**config.mk**
```make
export PLATFORM = sky130hd
export DESIGN_NAME = omr_operating_mode
export DESIGN_NICKNAME = d
export VERILOG_FILES = /design/src/omr_pkg.sv /design/src/omr_operating_mode.sv
export SDC_FILE = /design/constraint.sdc
export NUM_CORES = 1
export LEC_CHECK = 0
export BUFFER_PORTS_ARGS = -buffer_cell sky130_fd_sc_hd__buf_2
export CAP_MARGIN = 20
export CORE_MARGIN = 2
export CORE_UTILIZATION = 40
export CTS_BUF_LIST = sky130_fd_sc_hd__clkbuf_4 sky130_fd_sc_hd__clkbuf_8
export DETAILED_ROUTE_END_ITERATION = 10
export PLACE_DENSITY = 0.75
export SYNTH_ARGS = -nofsm -noshare
export SYNTH_HDL_FRONTEND = slang
export SYNTH_SLANG_ARGS = --single-unit
```
**constraint.sdc**
```tcl
create_clock -name i_ref_clk -period 1.85 [get_ports i_ref_clk]
set_input_delay 0.185 -clock i_ref_clk [delete_from_list [all_inputs] [get_ports i_ref_clk]]
set_output_delay 0.185 -clock i_ref_clk [all_outputs]
set_load 0.02 [all_outputs]
```
**src/omr_pkg.sv**
```systemverilog
// package: constants for the operating mode control register
package omr_pkg;
  localparam logic [7:0] MODE_REG_ADDR = 8'h0b;
  localparam int MODE_LSB = 5;
  localparam int INTERNAL_VISIBILITY_BIT = 3;
  localparam int EMK_BIT = 1;
  localparam int EME_BIT = 0;
  localparam logic [7:0] IMPL_MASK = 8'heb;
  localparam logic [7:0] READ_UNMAPPED = 8'h00;

  typedef enum logic [2:0] {
    OMR_SPECIAL_SINGLE = 3'h0,
    OMR_EMUL_NARROW = 3'h1,
    OMR_SPECIAL_TEST = 3'h2,
    OMR_EMUL_WIDE = 3'h3,
    OMR_NORMAL_SINGLE = 3'h4,
    OMR_NORMAL_NARROW = 3'h5,
    OMR_SPECIAL_PERIPH = 3'h6,
    OMR_NORMAL_WIDE = 3'h7
  } omr_mode_t;

  localparam logic [2:0] RST_FLAGS_EMUL = 3'h7;
  localparam logic [2:0] RST_FLAGS_TEST = 3'h4;
  localparam logic [2:0] RST_FLAGS_OTHER = 3'h0;
endpackage : omr_pkg

```
**src/omr_operating_mode.sv**
```systemverilog
// module: operating mode control register with mode-dependent write permissions
// Notes on behaviour
// - bits 7:5 report the current operating mode with the eight documented encodings.
// - when the lowest mode bit is 1 all mode bit writes are ignored.
// - in special single-chip and special test modes the mode bits are writable but never to or from peripheral mode.
// - in normal single-chip mode the top bit is fixed and the lower two are writable once, only to normal expanded.
// - while secure, mode bit writes are rejected.
// - from special modes a write to normal single-chip leaves one write; to expanded or emulation leaves none.
// - written values take effect one cycle after the write cycle.
// - in expanded and peripheral modes the register is unmapped and accesses go to the external bus.
// - peripheral mode cannot reach the register; reset values follow the strapped mode.
// - the visibility bit makes internal accesses appear on the external bus.
// - visibility and port K emulation bits are write once in normal, never in emulation, anytime in special modes.
// - with port K emulation set in an expanded mode the port K registers leave the map.
// - port K registers are always mapped in single-chip modes and never in peripheral mode.
// - the port E emulation bit is writable only in special modes.
// - with port E emulation set in expanded or peripheral mode the port E registers leave the map.
// - reads are allowed whenever the register is in the map.
`timescale 1ns/1ns
`default_nettype none
module omr_operating_mode (
  input wire logic i_ref_clk, // 20 MHz system bus clock
  input wire logic i_rst, // async reset, active high
  input wire logic [2:0] i_mode_strap, // mode pins, sampled while reset is high
  input wire logic i_secure, // device runs in secure mode
  input wire logic [7:0] i_addr, // register address
  input wire logic [7:0] i_wdata, // write data
  input wire logic i_wr, // write strobe
  input wire logic i_rd, // read strobe
  input wire logic i_int_access, // an internal bus access is in progress
  output logic [7:0] o_rdata, // read data, one cycle after i_rd
  output logic o_rvalid, // read answered on chip
  output logic o_ext_echo, // access passed to external bus
  output logic [2:0] o_mode_select_field, // current operating mode
  output logic o_internal_visibility, // visibility bit
  output logic o_int_visible_cycle, // internal access shown externally
  output logic o_port_k_mapped, // port k data and direction regs in map
  output logic o_port_e_mapped // port e data and direction regs in map
);
  // strap sync: three flops, accepted when the last two agree
  logic [2:0] strap_s1_q, strap_s2_q, strap_s3_q, strap_s1_d, strap_s2_d, strap_s3_d;
  logic [2:0] strap_ok_q, strap_ok_d;
  logic in_reset_q, in_reset_d;

  logic [2:0] mode_q, mode_d;
  logic internal_visibility_q, internal_visibility_d;
  logic emk_q, emk_d;
  logic eme_q, eme_d;
  logic mode_once_q, mode_once_d; // one mode write still allowed
  logic internal_visibility_once_q, internal_visibility_once_d;
  logic emk_once_q, emk_once_d;
  logic [7:0] rdata_q, rdata_d;
  logic rvalid_q, rvalid_d;
  logic echo_q, echo_d;
  logic vis_cyc_q, vis_cyc_d;
  logic pk_map_q, pk_map_d;
  logic pe_map_q, pe_map_d;

  logic is_special, is_emul, is_normal, is_single, is_periph, is_expanded;
  logic mapped, hit, wr_hit;
  logic [2:0] wmode;

  always_comb begin
    strap_s1_d = i_mode_strap;
    strap_s2_d = strap_s1_q;
    strap_s3_d = strap_s2_q;
    strap_ok_d = (strap_s2_q == strap_s3_q) ? strap_s3_q : strap_ok_q;
    in_reset_d = 1'b0;
  end

  // strap chain runs through reset so the pins are sampled while reset is high
  always_ff @(posedge i_ref_clk) begin
    strap_s1_q <= strap_s1_d;
    strap_s2_q <= strap_s2_d;
    strap_s3_q <= strap_s3_d;
    strap_ok_q <= strap_ok_d;
  end

  always_ff @(posedge i_ref_clk or posedge i_rst) begin
    if (i_rst) begin
      in_reset_q <= 1'b1;
    end else begin
      in_reset_q <= in_reset_d;
    end
  end

  always_comb begin
    is_emul = (mode_q == omr_pkg::OMR_EMUL_NARROW) || (mode_q == omr_pkg::OMR_EMUL_WIDE);
    is_special = (mode_q == omr_pkg::OMR_SPECIAL_SINGLE) || (mode_q == omr_pkg::OMR_SPECIAL_TEST)
      || (mode_q == omr_pkg::OMR_SPECIAL_PERIPH);
    is_normal = !is_emul && !is_special;
    is_single = (mode_q == omr_pkg::OMR_SPECIAL_SINGLE) || (mode_q == omr_pkg::OMR_NORMAL_SINGLE);
    is_periph = (mode_q == omr_pkg::OMR_SPECIAL_PERIPH);
    is_expanded = mode_q[0];
    mapped = !is_expanded && !is_periph;
    hit = (i_addr == omr_pkg::MODE_REG_ADDR);
    wr_hit = i_wr && hit && mapped;
    wmode = i_wdata[omr_pkg::MODE_LSB +: 3];
  end

  // next state of the register
  always_comb begin
    mode_d = mode_q;
    internal_visibility_d = internal_visibility_q;
    emk_d = emk_q;
    eme_d = eme_q;
    mode_once_d = mode_once_q;
    internal_visibility_once_d = internal_visibility_once_q;
    emk_once_d = emk_once_q;
    if (in_reset_q) begin
      // load the mode-dependent reset configuration once straps settle
      mode_d = strap_ok_q;
      mode_once_d = 1'b1;
      internal_visibility_once_d = 1'b1;
      emk_once_d = 1'b1;
      case (strap_ok_q)
        omr_pkg::OMR_EMUL_NARROW, omr_pkg::OMR_EMUL_WIDE: begin
          {internal_visibility_d, emk_d, eme_d} = omr_pkg::RST_FLAGS_EMUL;
        end
        omr_pkg::OMR_SPECIAL_TEST: begin
          {internal_visibility_d, emk_d, eme_d} = omr_pkg::RST_FLAGS_TEST;
        end
        default: begin
          {internal_visibility_d, emk_d, eme_d} = omr_pkg::RST_FLAGS_OTHER;
        end
      endcase
    end else if (wr_hit) begin
      if (!i_secure && !mode_q[0] && mode_once_q) begin
        if (!mode_q[2]) begin
          if (wmode != omr_pkg::OMR_SPECIAL_PERIPH) begin
            mode_d = wmode;
            // special targets stay writable; normal single-chip keeps one write; lsb=1 targets lock
            mode_once_d = 1'b1;
          end
        end else if ((wmode == omr_pkg::OMR_NORMAL_NARROW) || (wmode == omr_pkg::OMR_NORMAL_WIDE)) begin
          mode_d = wmode;
          mode_once_d = 1'b0;
        end else if (wmode == omr_pkg::OMR_NORMAL_SINGLE) begin
          mode_once_d = 1'b0; // same-value write uses up the single write
        end
      end
      if (is_special || (is_normal && internal_visibility_once_q)) begin
        internal_visibility_d = i_wdata[omr_pkg::INTERNAL_VISIBILITY_BIT];
        internal_visibility_once_d = is_special;
      end
      if (is_special || (is_normal && emk_once_q)) begin
        emk_d = i_wdata[omr_pkg::EMK_BIT];
        emk_once_d = is_special;
      end
      if (is_special) begin
        eme_d = i_wdata[omr_pkg::EME_BIT];
      end
    end
  end

  always_ff @(posedge i_ref_clk or posedge i_rst) begin
    if (i_rst) begin
      mode_q <= 3'h0;
      internal_visibility_q <= 1'b0;
      emk_q <= 1'b0;
      eme_q <= 1'b0;
      mode_once_q <= 1'b0;
      internal_visibility_once_q <= 1'b0;
      emk_once_q <= 1'b0;
    end else begin
      mode_q <= mode_d;
      internal_visibility_q <= internal_visibility_d;
      emk_q <= emk_d;
      eme_q <= eme_d;
      mode_once_q <= mode_once_d;
      internal_visibility_once_q <= internal_visibility_once_d;
      emk_once_q <= emk_once_d;
    end
  end

  // bus answer and map decode
  always_comb begin
    rdata_d = omr_pkg::READ_UNMAPPED;
    rvalid_d = 1'b0;
    echo_d = (i_rd || i_wr) && hit && !mapped;
    if (i_rd && hit && mapped) begin
      rdata_d = {mode_q, 1'b0, internal_visibility_q, 1'b0, emk_q, eme_q} & omr_pkg::IMPL_MASK;
      rvalid_d = 1'b1;
    end
    vis_cyc_d = internal_visibility_q && i_int_access && !in_reset_q;
    pk_map_d = is_single || (!is_periph && !(is_expanded && emk_q));
    pe_map_d = is_single || !((is_expanded || is_periph) && eme_q);
  end

  always_ff @(posedge i_ref_clk or posedge i_rst) begin
    if (i_rst) begin
      rdata_q <= 8'h00;
      rvalid_q <= 1'b0;
      echo_q <= 1'b0;
      vis_cyc_q <= 1'b0;
      pk_map_q <= 1'b1;
      pe_map_q <= 1'b1;
    end else begin
      rdata_q <= rdata_d;
      rvalid_q <= rvalid_d;
      echo_q <= echo_d;
      vis_cyc_q <= vis_cyc_d;
      pk_map_q <= pk_map_d;
      pe_map_q <= pe_map_d;
    end
  end

  assign o_rdata = rdata_q;
  assign o_rvalid = rvalid_q;
  assign o_ext_echo = echo_q;
  assign o_mode_select_field = mode_q;
  assign o_internal_visibility = internal_visibility_q;
  assign o_int_visible_cycle = vis_cyc_q;
  assign o_port_k_mapped = pk_map_q;
  assign o_port_e_mapped = pe_map_q;
endmodule : omr_operating_mode
`default_nettype wire

```
==> impl_metrics.json <==
{
  "synth_edf_count": 3,
  "ios": 42,
  "syn-mean-instance-area_um2": 11.7,
  "viasPerCell": 4.89,
  "cts_hold_buf": 4,
  "dieHeight_um": 61.2,
  "dpl_worst_slack_ps": 54.2,
  "post_cts_resize_count": 0,
  "drive_gt1_share_pct": 35.8,
  "crit_fanout": 9,
  "overflow": 0,
  "drc_errors": 0,
  "grt_first_pass_wirelength_mm": 4.00,
  "row_count": 20,
  "r2r_setup_slack_ps": 270,
  "fmax_ghz": 0.635,
  "layout_worst_path_cycle_share_pct": 85.1,
  "rsz0062_at_grt": "false",
  "critPathCapture": "internal_visibility_once_q$_DFFE_PP0P_",
  "grt_max_degree": 22,
  "die_x_um": 61.2,
  "synth_ff_type": "dfrtp_1",
  "whs_path_depth": 3,
  "synth.distinct_cells": 35,
  "cts_tree": "yes",
  "synthesis.area_um2": 1310,
  "final_cells": 206,
  "finalNetCount": 186,
  "clock_sinks": 33,
  "timing_hold_violations_final": 0,
  "routabilityCongestion": 0.780,
  "syn_inst": 112,
  "cts_buffers": 5,
  "rr_worst_depth": 3,
  "wl_per_cell_um": 12.3,
  "grt_pass1_vias": 949,
  "antenna_cells": 0,
  "r2r-start": "o_mode_select_field[0]$_DFFE_PP0P_",
  "worstPathRequired_ps": 2070,
  "antenna_found_initial": 0,
  "hold_class": "primary input to flop",
  "fin_setup_tns_ps": 0,
  "hold_start": "i_int_access",
  "dp.final_hpwl_mm": 1.89,
  "synth_top_area_share_pct": 34.4,
  "cp.arrival_ps": 1790,
  "syn_to_final_growth_pct": 26.3,
  "power.total_w": 0.00134,
  "cts_max_level": 2,
  "drtIter0Drc": 23,
  "slew_headroom_pct": 50.0,
  "drv_slew": 0,
  "postRouteAntennaNets": 0,
  "synth_area_leaders": "dfrtp_1, dfxtp_1, edfxtp_1",
  "ys_seq_elements": 33,
  "yosysWarnings": 0,
  "synthTopCellsByCount": "dfrtp_1, dfxtp_1, inv_1, nand2_1, o21ai_0",
  "period_minus_slack_ps": 1580,
  "setup_violations": 0,
  "clock_path_buffers": 2,
  "async_flop_share_pct": 63.6,
  "routed_wl_mm": 2.53,
  "post_cts_buffers": 0,
  "worstSetupEndpointType": "flop",
  "design.die.area_um2": 3750,
  "critPathLaunch": "o_mode_select_field[0]$_DFFE_PP0P_",
  "clock_skew_ps": 6.48,
  "maxCapViolCount": 0,
  "gr-usage-all-layers_pct": 15.4,
  "vias": 1007,
  "yosysTopAreaCell": "dfrtp_1",
  "clk_latency_ps": 330,
  "power_per_cell_area_nw_per_um2": 811,
  "cp-start-kind": "flop",
  "worstMarginPinSlew_ps": 749,
  "core_um2": 3080,
  "start_util_pct": 42.6,
  "outcome": "finished, final reports clean",
  "seq_area_frac_synth_pct": 61.0,
  "r2r-end": "internal_visibility_once_q$_DFFE_PP0P_",
  "setup_slack_ps": 275,
  "vdd_ir_drop_max_mv": 0.432,
  "drtPass1Iterations": 4,
  "dpl.cell_count": 194,
  "p_leak_nw": 0.769,
  "ctsRootBufferMaster": "clkbuf_4",
  "numPortBuffers": 37,
  "yosysMostFrequentCell": "dfrtp_1",
  "clkTransAtPathRegs_ps": 90,
  "crit_type": "flop to flop"
}
-- worst min-delay path by stage --
stage                                     to
6_report       o_int_visible_cycle$_DFF_PP0_
3_5_place_dp           strap_s1_q[0]$_DFF_P_
5_1_grt        o_int_visible_cycle$_DFF_PP0_
4_1_cts        o_int_visible_cycle$_DFF_PP0_
3_3_place_gp           strap_s1_q[2]$_DFF_P_
2_1_floorplan              eme_q$_DFFE_PP0P_
-- layer usage --
| metal | part of all wire, % | wire length (µm) | track usage [%] | up-vias |
|---|---|---|---|---|
| li1 | - | - | - | 492 |
| met1 | 39 | 976 | 15.5 | 473 |
| met2 | 51 | 1290 | 26.7 | 34 |
| met3 | 8.2 | 206 | 7.35 | 8 |
| met4 | 2.1 | 53 | 7.45 | 0 |
| met5 | 0 | 0 | 0 | - |
-- layout by cell type (no fill, tap or decap), drive strengths merged, types with 4 or more instances in the layout --
master / count
o21ai: 7
dlygate4sd3: 4
nor2b: 5
a21oi: 6
conb: 4
nand2: 7
clkbuf: 8
dfrtp: 18
buf: 41
dfxtp: 9
nor3: 4
nor4: 5
inv: 7
-- logic make-up (layout without fill, tap and decap cells) --
family | count (synthesis) | after routing | share of synthesized area (%)
flops | 33 | 33 | 61.0
simple gates | 37 | 37 | 19.1
buf+inv | 13 | 60 | 4.87
compound gates | 24 | 24 | 11.9
xor+xnor | 3 | 3 | 2.01
other cells | 1 | 4 | 0.286
mux | 1 | 1 | 0.764
-- final cells by class --
| cell class | instances | area (µm²) |
|---|---|---|
| well taps | 44 | 55.1 |
| inverters | 7 | 26.3 |
| fillers | 291 | 1420 |
| repair buffers | 45 | 255 |
| flip-flops and latches | 33 | 800 |
| clock buffers | 8 | 60.1 |
| multi-input cells | 69 | 458 |
-- where the power goes --
| part | switching (W) | internal, W | total, W |
|---|---|---|---|
| clock network | 0.000222 | 0.000195 | 0.000417 |
| registers | 0.0000251 | 0.000760 | 0.000785 |
| logic | 0.0000799 | 0.0000593 | 0.000139 |
| total | 0.000327 | 0.00101 | 0.00134 |
-- stage by stage --
stage | hold WS, ps | cell area, µm² | util, %
final | 53.5 | 1650 | 53.7
after global routing | 57.0 | 1650 | 53.7
after CTS | 41.0 | 1650 | 53.7
after detailed placement | 290 | 1550 | 50.5
after global placement | 289 | 1550 | 50.5
after floorplan | 159 | 1320 | -
-- registers in the layout (all words and copies together) (netlist names), 3 cells and up --
name,flops
o_mode_select_field,3
strap_s1_q,3
o_rdata,6
strap_ok_q,3
strap_s2_q,3
strap_s3_q,3
-- worst max-delay path, cell delays in order (launching register included) --
cell and delay [ps]:
dfrtp_1 480, nand2b_1 240, or4_4 440, a211o_1 310
No activity file was read; power rests on OpenSTA's default activity.
